===== config.mk =====
export PLATFORM = sky130hd
export DESIGN_NAME = diag_adc_sequencer
export DESIGN_NICKNAME = d
export VERILOG_FILES = /design/src/diag_adc_pkg.sv /design/src/setup_cmd_if.sv /design/src/setup_cmd_decode.sv /design/src/node_route.sv /design/src/diag_adc_sequencer.sv
export VERILOG_INCLUDE_DIRS = /design/src
export SDC_FILE = /design/constraint.sdc
export NUM_CORES = 1
export LEC_CHECK = 0
export ABC_AREA = 1
export BUFFER_PORTS_ARGS = -buffer_cell sky130_fd_sc_hd__buf_2
export CORE_MARGIN = 5
export CORE_UTILIZATION = 39
export CTS_BUF_LIST = sky130_fd_sc_hd__clkbuf_8 sky130_fd_sc_hd__clkbuf_16
export DETAILED_ROUTE_END_ITERATION = 8
export GPL_ROUTABILITY_DRIVEN = 0
export MAX_ROUTING_LAYER = met4
export SYNTH_ARGS = -nofsm -noshare
export SYNTH_HDL_FRONTEND = slang
export SYNTH_HIERARCHICAL = 1
export SYNTH_SLANG_ARGS = --single-unit

===== constraint.sdc =====
create_clock -name clock -period 1.5 [get_ports clock]
set_input_delay 0.075 -clock clock [delete_from_list [all_inputs] [get_ports clock]]
set_output_delay 0.075 -clock clock [all_outputs]
set_load 0.02 [all_outputs]

===== src/diag_adc_defs.svh =====
`ifndef DIAG_ADC_DEFS_SVH
`define DIAG_ADC_DEFS_SVH

// Converter setup register layout.
`define SETUP_W          11
`define SETUP_RST        11'h400
`define SETUP_HI_MSB     10
`define SETUP_HI_LSB     8
`define SETUP_HI_VAL     3'h4
`define SETUP_LO_MSB     7
`define SETUP_LO_LSB     5
`define SETUP_LO_VAL     3'h0
`define SETUP_SEL_MSB    4
`define SETUP_SEL_LSB    0

// Status word layout as driven on the status_word_r output.
`define STAT_W           18
`define STAT_RST         18'h00000
`define STAT_BUSY_BIT    17
`define STAT_CH_MSB      16
`define STAT_CH_LSB      12
`define STAT_DATA_MSB    11
`define STAT_DATA_LSB    0

// Node select encodings.
`define NODE_TEMP_MAIN   5'h00
`define NODE_TEMP_FAR    5'h01
`define NODE_REFIN       5'h03
`define NODE_SECOND_INTERNAL_REFERENCE        5'h04
`define NODE_SENSE_P     5'h0D
`define NODE_SENSE_N     5'h0E
`define NODE_AVCC        5'h14
`define NODE_LDO         5'h15
`define NODE_LOGIC       5'h16
`define NODE_REFGND      5'h18
`define NODE_AGND        5'h19
`define NODE_DGND        5'h1A
`define NODE_DPC         5'h1B
`define NODE_AVDD2       5'h1C
`define NODE_AVSS        5'h1D
`define NODE_FAR_DIE     5'h1E
`define NODE_REFOUT      5'h1F

// Far-die sub-select encodings.
`define SUB_AGND         2'h0
`define SUB_INT_SUPPLY   2'h1
`define SUB_HIGH_SUPPLY  2'h2
`define SUB_RESERVED     2'h3

`endif


===== src/diag_adc_pkg.sv =====
`default_nettype none
package diag_adc_pkg;
    // Code-to-value scaling class of the node being converted.
    typedef enum logic [3:0] {
        SC_TEMP_MAIN,
        SC_TEMP_FAR,
        SC_FS_2V75,
        SC_FS_2V5,
        SC_FS_5V,
        SC_FS_10V,
        SC_FS_37V5,
        SC_SENSE_50V,
        SC_NEG_SUPPLY,
        SC_RESERVED
    } scale_t;
endpackage
`default_nettype wire


===== src/setup_cmd_if.sv =====
`default_nettype none
`include "diag_adc_defs.svh"
interface setup_cmd_if;
    logic                 wr;
    logic [`SETUP_W-1:0]  wdata;
    logic                 busy;
    logic                 fixed_ok;
    logic                 start;
    modport decode (
        input  wr,
        input  wdata,
        input  busy,
        output fixed_ok,
        output start
    );
    modport seq (
        output wr,
        output wdata,
        output busy,
        input  fixed_ok,
        input  start
    );
endinterface
`default_nettype wire


===== src/setup_cmd_decode.sv =====
`default_nettype none
`include "diag_adc_defs.svh"
module setup_cmd_decode (
    setup_cmd_if.decode cmd
);
    always_comb begin
        cmd.fixed_ok =
            (cmd.wdata[`SETUP_HI_MSB:`SETUP_HI_LSB] == `SETUP_HI_VAL) &&
            (cmd.wdata[`SETUP_LO_MSB:`SETUP_LO_LSB] == `SETUP_LO_VAL);
        cmd.start = cmd.wr && cmd.fixed_ok && !cmd.busy;
    end
endmodule
`default_nettype wire


===== src/node_route.sv =====
`default_nettype none
`include "diag_adc_defs.svh"
module node_route (
    input  wire logic               [4:0] node,
    input  wire logic               [1:0] sub,
    output var  logic                     far_en,
    output var  diag_adc_pkg::scale_t     scale
);
    always_comb begin
        far_en = 1'b0;
        if (node == `NODE_TEMP_MAIN) begin
            scale = diag_adc_pkg::SC_TEMP_MAIN;
        end else if (node == `NODE_TEMP_FAR) begin
            scale = diag_adc_pkg::SC_TEMP_FAR;
        end else if (node == `NODE_REFIN) begin
            scale = diag_adc_pkg::SC_FS_2V75;
        end else if (node == `NODE_SECOND_INTERNAL_REFERENCE || node == `NODE_REFGND ||
                     node == `NODE_AGND || node == `NODE_DGND ||
                     node == `NODE_REFOUT) begin
            scale = diag_adc_pkg::SC_FS_2V5;
        end else if (node == `NODE_SENSE_P || node == `NODE_SENSE_N) begin
            scale = diag_adc_pkg::SC_SENSE_50V;
        end else if (node == `NODE_AVCC || node == `NODE_LDO ||
                     node == `NODE_LOGIC) begin
            scale = diag_adc_pkg::SC_FS_10V;
        end else if (node == `NODE_DPC || node == `NODE_AVDD2) begin
            scale = diag_adc_pkg::SC_FS_37V5;
        end else if (node == `NODE_AVSS) begin
            scale = diag_adc_pkg::SC_NEG_SUPPLY;
        end else if (node == `NODE_FAR_DIE) begin
            far_en = (sub != `SUB_RESERVED);
            if (sub == `SUB_AGND) begin
                scale = diag_adc_pkg::SC_FS_2V5;
            end else if (sub == `SUB_INT_SUPPLY) begin
                scale = diag_adc_pkg::SC_FS_5V;
            end else if (sub == `SUB_HIGH_SUPPLY) begin
                scale = diag_adc_pkg::SC_FS_37V5;
            end else begin
                scale = diag_adc_pkg::SC_RESERVED;
            end
        end else begin
            scale = diag_adc_pkg::SC_RESERVED;
        end
    end
endmodule
`default_nettype wire


===== src/diag_adc_sequencer.sv =====
`default_nettype none
`include "diag_adc_defs.svh"
module diag_adc_sequencer #(
    parameter int CODE_W = 12,
    parameter int NODE_W = 5
) (
    input  wire logic                       clock,
    input  wire logic                       rst_b,
    input  wire logic                       setup_wr,
    input  wire logic [`SETUP_W-1:0]        setup_wdata,
    input  wire logic [1:0]                 far_die_node_subselect,
    input  wire logic                       conv_done,
    input  wire logic [CODE_W-1:0]          conv_code,
    output var  logic [`SETUP_W-1:0]        setup_r,
    output var  logic                       conv_start_r,
    output var  logic [NODE_W-1:0]          node_select_r,
    output var  logic                       far_route_en_r,
    output var  logic [1:0]                 far_sel_r,
    output var  diag_adc_pkg::scale_t       scale_r,
    output var  logic [`STAT_W-1:0]         status_word_r
);
    typedef enum logic {
        ST_IDLE,
        ST_CONVERT
    } seq_state_t;

    seq_state_t                  state_r;
    seq_state_t                  state_nxt;
    logic [`SETUP_W-1:0]         setup_nxt;
    logic                        conv_start_nxt;
    logic [NODE_W-1:0]           node_select_nxt;
    logic [1:0]                  far_sel_nxt;
    logic                        far_route_en_nxt;
    diag_adc_pkg::scale_t        scale_nxt;
    logic [`STAT_W-1:0]          status_nxt;
    logic                        route_far_en;
    diag_adc_pkg::scale_t        route_scale;
    logic                        store;
    logic [NODE_W-1:0]           new_node;

    setup_cmd_if cmd ();

    assign cmd.wr    = setup_wr;
    assign cmd.wdata = setup_wdata;
    assign cmd.busy  = status_word_r[`STAT_BUSY_BIT];

    setup_cmd_decode u_decode (
        .cmd (cmd.decode)
    );

    assign new_node = setup_wdata[`SETUP_SEL_MSB:`SETUP_SEL_LSB];

    node_route u_route (
        .node   (new_node),
        .sub    (far_die_node_subselect),
        .far_en (route_far_en),
        .scale  (route_scale)
    );

    // A result is only taken while a conversion is outstanding, so a stray
    // done pulse from the converter can never overwrite a valid result.
    // A done pulse in the same cycle as the start pulse is legal: the
    // sequencer is already converting then and takes that result.
    assign store = (state_r == ST_CONVERT) && conv_done;

    // Setup register.
    always_comb begin
        setup_nxt = setup_r;
        if (setup_wr && !cmd.busy) begin
            setup_nxt = setup_wdata;
        end
    end

    always_ff @(posedge clock or negedge rst_b) begin
        if (!rst_b) begin
            setup_r <= `SETUP_RST;
        end else begin
            setup_r <= setup_nxt;
        end
    end

    // Conversion sequencer and converter routing.
    always_comb begin
        state_nxt        = state_r;
        conv_start_nxt   = 1'b0;
        node_select_nxt  = node_select_r;
        far_sel_nxt      = far_sel_r;
        far_route_en_nxt = far_route_en_r;
        scale_nxt        = scale_r;
        case (state_r)
            ST_IDLE: begin
                if (cmd.start) begin
                    state_nxt        = ST_CONVERT;
                    conv_start_nxt   = 1'b1;
                    node_select_nxt  = new_node;
                    far_sel_nxt      = far_die_node_subselect;
                    far_route_en_nxt = route_far_en;
                    scale_nxt        = route_scale;
                end
            end
            ST_CONVERT: begin
                if (store) begin
                    state_nxt = ST_IDLE;
                end
            end
            default: begin
                state_nxt = ST_IDLE;
            end
        endcase
    end

    always_ff @(posedge clock or negedge rst_b) begin
        if (!rst_b) begin
            state_r        <= ST_IDLE;
            conv_start_r   <= 1'b0;
            node_select_r  <= '0;
            far_sel_r      <= `SUB_AGND;
            far_route_en_r <= 1'b0;
            scale_r        <= diag_adc_pkg::SC_TEMP_MAIN;
        end else begin
            state_r        <= state_nxt;
            conv_start_r   <= conv_start_nxt;
            node_select_r  <= node_select_nxt;
            far_sel_r      <= far_sel_nxt;
            far_route_en_r <= far_route_en_nxt;
            scale_r        <= scale_nxt;
        end
    end

    // Status word. Busy, channel and result share one register so a frame
    // can never see a result paired with the wrong channel.
    always_comb begin
        status_nxt = status_word_r;
        if (cmd.start) begin
            status_nxt[`STAT_BUSY_BIT] = 1'b1;
        end
        if (store) begin
            status_nxt[`STAT_BUSY_BIT] = 1'b0;
            status_nxt[`STAT_CH_MSB:`STAT_CH_LSB] = node_select_r;
            status_nxt[`STAT_DATA_MSB:`STAT_DATA_LSB] = conv_code;
        end
    end

    always_ff @(posedge clock or negedge rst_b) begin
        if (!rst_b) begin
            status_word_r <= `STAT_RST;
        end else begin
            status_word_r <= status_nxt;
        end
    end
endmodule
`default_nettype wire


==> results.toml, run 1 <==
[final_layout]
layout_commonest_cell = "nand2_1"
nets = 349
layout_common_cells = "98 x nand2_1, 70 x buf_2, 49 x nand3_1, 42 x dfrtp_1, 14 x inv_1"
fillers = 538
antennaDiodeCount = 0
syn2layout_area_growth_pct = 26.49
drive_gt1_share_pct = 29.56

[die]
pin_count = 71
die_x_um = 81.92
die_area_um2 = 6710
core_um2 = 5075
rows = 26
die_h_um = 81.92
start_util_pct = 39.74

[timing]
final.min_clock_period_ns = 1.219
setup-tns-final_ns = 0
worst_pin_slew_ns = 0.4486
clock.fmax_ghz = 0.8200
rsz0062_at_grt = "no"
period_share_pct = 81.30
slew_headroom_pct = 70.09
final-setup-viol-count = 0
hold_viol = 0
drv_slew = 0
finClkSkew_ns = 0.008019

[power]
leakagePower_uw = 0.001535
fin_total_pwr_uw = 3091
ir_drop_mv = 0.4483
power_density_nw_per_um2 = 1212

[clocking]
clkTransAtPathRegs_ns = 0.08
clk_latency_ns = 0.29
root_buffer = "clkbuf_8"
cts_setup_buffers = 0
clkSinkCount = 43
htreeDepth = 2
post_cts_resized = 0
tritoncts = "yes"
clock_path_buffers = 2
numCtsBuffers = 5

[worst_setup_path]
crit_path_max_fanout = 9
critical_path_required_ns = 1.73
cp-start-kind = "flip-flop"
worstPathArrival_ns = 1.45
ff2ff_setup_slack_ns = 0.28
path_class = "reg -> reg"
end_kind = "flip-flop"

[run_status]
status = "finished, final reports clean"

[route]
ant_nets = 0
num_vias = 1787
wl_mm = 4.595
wl_per_cell_um = 11.84
drc_errors = 0
firstDrtPassIters = 4
viasPerCell = 4.606
drt-initial-drc-count = 104

[hold_path]
min_path_type = "in -> reg"

[placed_design]
hpwlAfterDp_mm = 3.417
io_buffer_count = 70

[yosys]
postSynthCellCount = 245
synth_area_per_cell_um2 = 8.232
yosysWarningCount = 6
synth_area_um2 = 2017
synth_nets = 277

[global_routing]
grt_pass1_vias = 1654
antenna_found_initial = 0
grt_start_max_net_pins = 44
grtUsageTotal_pct = 15.31
grt_overflow_total = 0
grt_pass1_wl_mm = 7.700

[flow_run]
drv_cap = 0
==> power breakdown <==
part / internal [uW] / switching, uW / leakage, uW
clock network: 538 / 374 / 0.0000612
registers: 1330 / 92.1 / 0.000559
logic: 254 / 500 / 0.000915
total: 2120 / 967 / 0.00153
==> worst max-delay path, cell delays in order (launching register included) <==
cell and delay (ns):
dfrtp_1 0.40, inv_1 0.06, nand2_1 0.05, nor2_2 0.27, buf_4 0.22, nand3_1 0.08
nand2_1 0.08
==> state kept, by name, indices dropped and copies added (netlist names) <==
name	count
conv_start_r	1
setup_r	11
far_sel_r	2
scale_r	4
far_route_en_r	1
status_word_r	18
state_r	1
node_select_r	5
==> metrics by stage <==
step / util (%) / worst slack, ns / area [um2] / hold slack (ns) / cells
2_1_floorplan: - / 0.2829 / 2017 / -0.2206 / 245
3_3_place_gp: 47.76 / 0.3327 / 2424 / 0.06684 / 379
3_5_place_dp: 47.76 / 0.2900 / 2424 / 0.06607 / 379
4_1_cts: 50.27 / 0.2699 / 2551 / 0.007029 / 388
5_1_grt: 50.27 / 0.1765 / 2551 / 0.004721 / 388
6_report: 50.27 / 0.2805 / 2551 / 0.01422 / 388
==> layer usage <==
layer	vias to the layer above	track usage, %	wire length (um)
met5	-	-	0
met4	0	5.482	46
met3	4	3.728	274
met2	57	23.91	2209
met1	806	19.36	2064
li1	920	-	-
==> cell type report <==
| cell class | instances | area, um2 | share of cell area (%) |
|---|---|---|---|
| Sequential cell | 43 | 1077 | 42.23 |
| Multi-Input combinational cell | 176 | 799.5 | 31.34 |
| Timing Repair Buffer | 76 | 410.4 | 16.09 |
| Tap cell | 70 | 87.58 | 3.433 |
| Clock buffer | 6 | 82.58 | 3.237 |
| Inverter | 15 | 58.81 | 2.305 |
| Clock inverter | 2 | 35.03 | 1.373 |
==> worst paths after layout <==
kind                                    from                end  cells after the start
setup / recovery           status_word_r[17]       far_sel_r[0]                      6
hold / removal                 conv_code[11]  status_word_r[11]                      3
setup reg to reg           status_word_r[17]       far_sel_r[0]                      6
hold reg to reg             status_word_r[0]   status_word_r[0]                      2
max in group asynchronous              rst_b        setup_r[10]                      3
min in group asynchronous              rst_b   status_word_r[7]                      3
==> repair_timing <==
| action | CTS | global route |
|---|---|---|
| hold endpoints to repair | 43 | 0 |
| endpoints found under the setup margin | 0 | 0 |
| hold buffers | 1 | 0 |
Power figures use the tool's default switching activity.
==> run 2: changes to the inputs <==
--- a/config.mk
+++ b/config.mk
@@ -6,7 +6,7 @@
 export SDC_FILE = /design/constraint.sdc
 export NUM_CORES = 1
 export LEC_CHECK = 0
-export ABC_AREA = 1
+export ABC_AREA = 0
 export BUFFER_PORTS_ARGS = -buffer_cell sky130_fd_sc_hd__buf_2
 export CORE_MARGIN = 5
 export CORE_UTILIZATION = 39
@@ -14,6 +14,7 @@
 export DETAILED_ROUTE_END_ITERATION = 8
 export GPL_ROUTABILITY_DRIVEN = 0
 export MAX_ROUTING_LAYER = met4
+export PLACE_DENSITY = 0.68
 export SYNTH_ARGS = -nofsm -noshare
 export SYNTH_HDL_FRONTEND = slang
 export SYNTH_HIERARCHICAL = 1
==> constraint.sdc (replaced) <==
create_clock -name clock -period 1.1 [get_ports clock]
set_input_delay 0.055 -clock clock [delete_from_list [all_inputs] [get_ports clock]]
set_output_delay 0.055 -clock clock [all_outputs]
set_load 0.02 [all_outputs]
==> results.toml, run 2 <==
[run_status]
status = "finished, violations left"
violations = "setup timing"

[worst_setup_path]
cp-start-kind = "flip-flop"
cp_num_buf_inv = 1
path_class = "reg -> reg"
ff2ff_setup_slack_ns = -0.70
cpPeakStageDelay_ns = 0.50
end_kind = "flip-flop"
crit_path_max_fanout = 14
worstPathArrival_ns = 1.97
cp_top_family = "simple AND/OR/NAND/NOR gates"
crit_slowest_cell = "or4bb_1"
crit_chain = "or4bb_1 -> nor2_2 -> nor2b_4 -> buf_12 -> mux2_2"
critical_path_required_ns = 1.27

[global_routing]
grt_overflow_total = 0
grtUsageMet2_pct = 24.71
grt_use_met1_pct = 19.89
grt_start_max_net_pins = 44
grt.busiest_layer = "met2"
antenna_found_initial = 0
gr-usage-met3_pct = 3.991
grt_pass1_vias = 1514
grt_pass1_wl_mm = 7.590
grtUsageTotal_pct = 15.73

[die]
core_um2 = 4817
die_h_um = 81.09
start_util_pct = 40.91
rows = 25
die_x_um = 81.09
pin_count = 71
die_area_um2 = 6575

[timing]
finClkSkew_ns = 0.006698
period_share_pct = 163.3
setup_slack_ns = -0.6965
clock.fmax_ghz = 0.5566
final.min_clock_period_ns = 1.797
slew_headroom_pct = 83.51
hold_viol = 0
whs_ns = 0.01393
worst_pin_slew_ns = 0.2451
drv_slew = 0
rsz0062_at_grt = "yes"
final-setup-viol-count = 44

[final_layout]
largest_register_ffs = 18
layout_commonest_cell = "buf_2"
drive_gt1_share_pct = 62.35
fillers = 390
nets = 286
reg.largest.list = "status_word_r (18), setup_r (11), node_select_r (5)"
fin_cells = 322
layout_common_cells = "69 x buf_2, 41 x dfrtp_1, 32 x mux2_4, 20 x buf_4, 13 x dlygate4sd3_1"
syn2layout_area_growth_pct = 52.95
antennaDiodeCount = 0
top_register = "status_word_r"

[route]
num_vias = 1482
wl_per_cell_um = 14.97
drc_errors = 0
firstDrtPassIters = 4
wl_mm = 4.819
viasPerCell = 4.602
ant_nets = 0
drt-initial-drc-count = 56

[placed_design]
hpwlAfterDp_mm = 3.324
io_buffer_count = 70
dpl.cell_count = 298

[power]
fin_total_pwr_uw = 4560
leakagePower_uw = 0.001631
power_density_nw_per_um2 = 1513
ir_drop_mv = 0.7876

[yosys]
synth_area_per_cell_um2 = 13.78
synth_nets = 175
postSynthCellCount = 143
synth_area_um2 = 1971
yosysWarningCount = 6

[clocking]
numCtsBuffers = 5
clkTransAtPathRegs_ns = 0.08
htreeDepth = 2
clk_latency_ns = 0.29
tritoncts = "yes"
clkSinkCount = 43
clock_path_buffers = 2
root_buffer = "clkbuf_8"

[flow_run]
drv_cap = 0

[hold_path]
min_path_type = "in -> reg"
-- run 2: cell count changes in the layout (fill, tap and decap cells not counted), moves of 5 or more --
| cell | delta |
|---|---|
| buf_4 | +16 |
| nand3_1 | -47 |
| nor2_1 | -9 |
| mux2_4 | +32 |
| nand2_1 | -95 |
| mux2_2 | +8 |
| buf_12 | +5 |
| inv_1 | -9 |
| dlygate4sd3_1 | +12 |
-- run 2: final cells by class --
class	count	area, um2	share of cell area [%]
flip-flops and latches	43	1079	35.78
clock inverters	2	35.03	1.162
repair buffers	113	805.8	26.73
well taps	67	83.83	2.781
inverters	5	18.77	0.6227
clock buffers	6	82.58	2.740
multi-input cells	86	909.6	30.18
-- run 2: power by group --
part	internal [uW]	switching, uW	total, uW
Clock	735	518	1250
Sequential	1820	137	1950
Combinational	702	650	1350
-- run 2: per-layer routing --
metal | up-vias | wire length, um | share of wire (%)
met1 | 694 | 2192 | 45
li1 | 735 | - | -
met4 | 0 | 48 | 1.0
met5 | - | 0 | 0
met2 | 48 | 2267 | 47
met3 | 5 | 310 | 6.4
-- run 2: stage by stage --
stage / TNS (ns) / utilization, % / setup slack (ns) / instance area [um2]
floorplan: -11.89 / - / -0.7580 / 2034
global placement: -11.19 / 54.96 / -0.6797 / 2648
detailed placement: -12.08 / 54.96 / -0.7300 / 2648
CTS: -14.35 / 61.79 / -0.6992 / 2977
global route: -16.75 / 62.57 / -0.7660 / 3014
finish: -14.80 / 62.57 / -0.6965 / 3014
-- run 2: final timing paths --
path	start	depth (start not counted)	to
worst max register to register	status_word_r[17]	5	scale_r[2]
worst max-delay path	status_word_r[17]	5	scale_r[2]
worst min register to register	status_word_r[2]	1	status_word_r[2]
min in group asynchronous	rst_b	3	setup_r[2]
max in group asynchronous	rst_b	3	setup_r[10]
worst min-delay path	setup_wdata[8]	2	setup_r[8]
-- run 2: worst register-to-register path, delay by kind of cell, from the launching register on --
family | cells | cell delay [ns]
flip-flops | 1 | 0.40
multiplexers | 1 | 0.33
AND/OR/NAND/NOR | 3 | 0.79
buffers and inverters | 1 | 0.15
-- run 2: repair_timing --
item | 4_1_cts | 5_1_grt
hold buffers | 13 | 0
resized for setup | 6 | 21
buffers inserted | 3 | 1
setup endpoints to repair | 40 | 44
gates cloned | 1 | 0
endpoints found under the hold margin | 55 | 0
pin swaps | 2 | 1
==> run 3: changes to the inputs <==
--- a/config.mk
+++ b/config.mk
@@ -13,6 +13,7 @@
 export CTS_BUF_LIST = sky130_fd_sc_hd__clkbuf_8 sky130_fd_sc_hd__clkbuf_16
 export DETAILED_ROUTE_END_ITERATION = 8
 export GPL_ROUTABILITY_DRIVEN = 0
+export HOLD_SLACK_MARGIN = 0.12
 export MAX_ROUTING_LAYER = met4
 export PLACE_DENSITY = 0.68
 export SYNTH_ARGS = -nofsm -noshare
==> results.toml, run 3 (synthesized netlist as in run 2, its figures left out) <==
[run_status]
status = "finished, violations left"
violations = "setup timing"

[worst_setup_path]
crit_path_max_fanout = 14
ff2ff_setup_slack_ns = -0.70
cp-start-kind = "flip-flop"
reg2reg_from = "status_word_r[17]"
startpoint = "status_word_r[17]"
critical_path_required_ns = 1.27
worstPathArrival_ns = 1.97
end_kind = "flip-flop"
path_class = "reg -> reg"

[hold_path]
min_path_type = "in -> reg"
hold_start = "setup_wdata[3]"

[global_routing]
grt_pass1_vias = 1550
grt_overflow_total = 0
grt_start_max_net_pins = 44
grtUsageTotal_pct = 16.22
antenna_found_initial = 0
grt_pass1_wl_mm = 7.859

[timing]
whs_ns = 0.1854
worst_pin_slew_ns = 0.2451
period_share_pct = 163.2
finClkSkew_ns = 0.007567
slew_headroom_pct = 83.51
rsz0062_at_grt = "yes"
setup_slack_ns = -0.6954
final.min_clock_period_ns = 1.795
drv_slew = 0
clock.fmax_ghz = 0.5570
final-setup-viol-count = 44
hold_viol = 0

[die]
core_um2 = 4817
die_x_um = 81.09
rows = 25
die_h_um = 81.09
die_area_um2 = 6575
pin_count = 71
start_util_pct = 40.91

[clocking]
clkTransAtPathRegs_ns = 0.08
tritoncts = "yes"
root_buffer = "clkbuf_8"
clk_latency_ns = 0.29
numCtsBuffers = 5
htreeDepth = 2
clkSinkCount = 43
clock_path_buffers = 2

[route]
wl_met2_mm = 2.353
wl_met3_um = 313
firstDrtPassIters = 4
wl_per_cell_um = 14.95
wl_mm = 4.948
wl_met1_mm = 2.232
num_vias = 1531
routed.top_layer = "met4"
drc_errors = 0
viasPerCell = 4.625
drt-initial-drc-count = 43
ant_nets = 0

[final_layout]
syn2layout_area_growth_pct = 57.52
drive_gt1_share_pct = 60.23
reg.largest.list = "status_word_r (18), setup_r (11), node_select_r (5)"
fillers = 376
nets = 295
largest_register_ffs = 18
top_register = "status_word_r"
layout_commonest_cell = "buf_2"
seqCellArea_um2 = 1079
antennaDiodeCount = 0
layout_common_cells = "69 x buf_2, 41 x dfrtp_1, 32 x mux2_4, 22 x dlygate4sd3_1, 20 x buf_4"
multi_input_area_um2 = 909.6
fin_cells = 331

[placed_design]
dpl.cell_count = 298
hpwlAfterDp_mm = 3.324
place_ws_ns = -0.7300
io_buffer_count = 70

[power]
clkPwrFrac_pct = 27.4
seq_power_share_pct = 42.6
power.internal_uw = 3276
switching_share_pct = 28.69
power_density_nw_per_um2 = 1480
switchingPower_uw = 1318
leakagePower_uw = 0.001668
ir_drop_mv = 0.8000
p_comb_share_pct = 30.0
fin_total_pwr_uw = 4594

[flow_run]
drv_cap = 0
[run 3: layout make-up]
class	instances	area share, %
sequential	43	34.74
multi-input combinational	86	29.30
timing repair buffer	122	28.86
tap	67	2.701
clock buffer	6	2.660
clock inverter	2	1.129
inverter	5	0.6046
[run 3: repair_timing]
item | CTS | global route
setup endpoints to repair | 40 | 44
hold buffers | 22 | 0
gates resized for setup | 6 | 21
pin swaps | 2 | 1
setup buffers | 3 | 1
hold endpoints to repair | 64 | 0
cloned | 1 | 0
[run 3: power by group through the flow]
stage               Combinational, uW  Sequential, uW  Clock [uW]
finish                           1380            1960        1260
floorplan                         435            2260           0
CTS                              1310            1950        1280
detailed placement               1220            1980           0
global route                     1470            1990        1350
global placement                 1210            1970           0
[run 3: worst max-delay path, cell delays in order (launching register included)]
cell and delay (ns):
dfrtp_2 0.40, or4bb_1 0.50, nor2_2 0.12, nor2b_4 0.17, buf_12 0.15, mux2_2 0.33
[run 3: final timing paths]
kind | end | cells after the start
max | scale_r[2] | 5
min | setup_r[3] | 3
max reg2reg | scale_r[2] | 5
min reg2reg | status_word_r[0] | 1
max in group asynchronous | setup_r[10] | 3
min in group asynchronous | setup_r[2] | 3
[run 3: metal layers]
metal,up-vias,GRT usage (%)
met3,5,4.102
li1,752,-
met4,0,5.236
met2,48,25.62
met1,726,20.45
met5,-,-
[run 3: per-stage QoR]
stage	cell area [um2]	utilization (%)	setup TNS, ns
6_report	3104	64.44	-14.66
5_1_grt	3104	64.44	-16.71
4_1_cts	3067	63.66	-14.35
3_5_place_dp	2648	54.96	-12.08
3_3_place_gp	2648	54.96	-11.19
2_1_floorplan	2034	-	-11.89
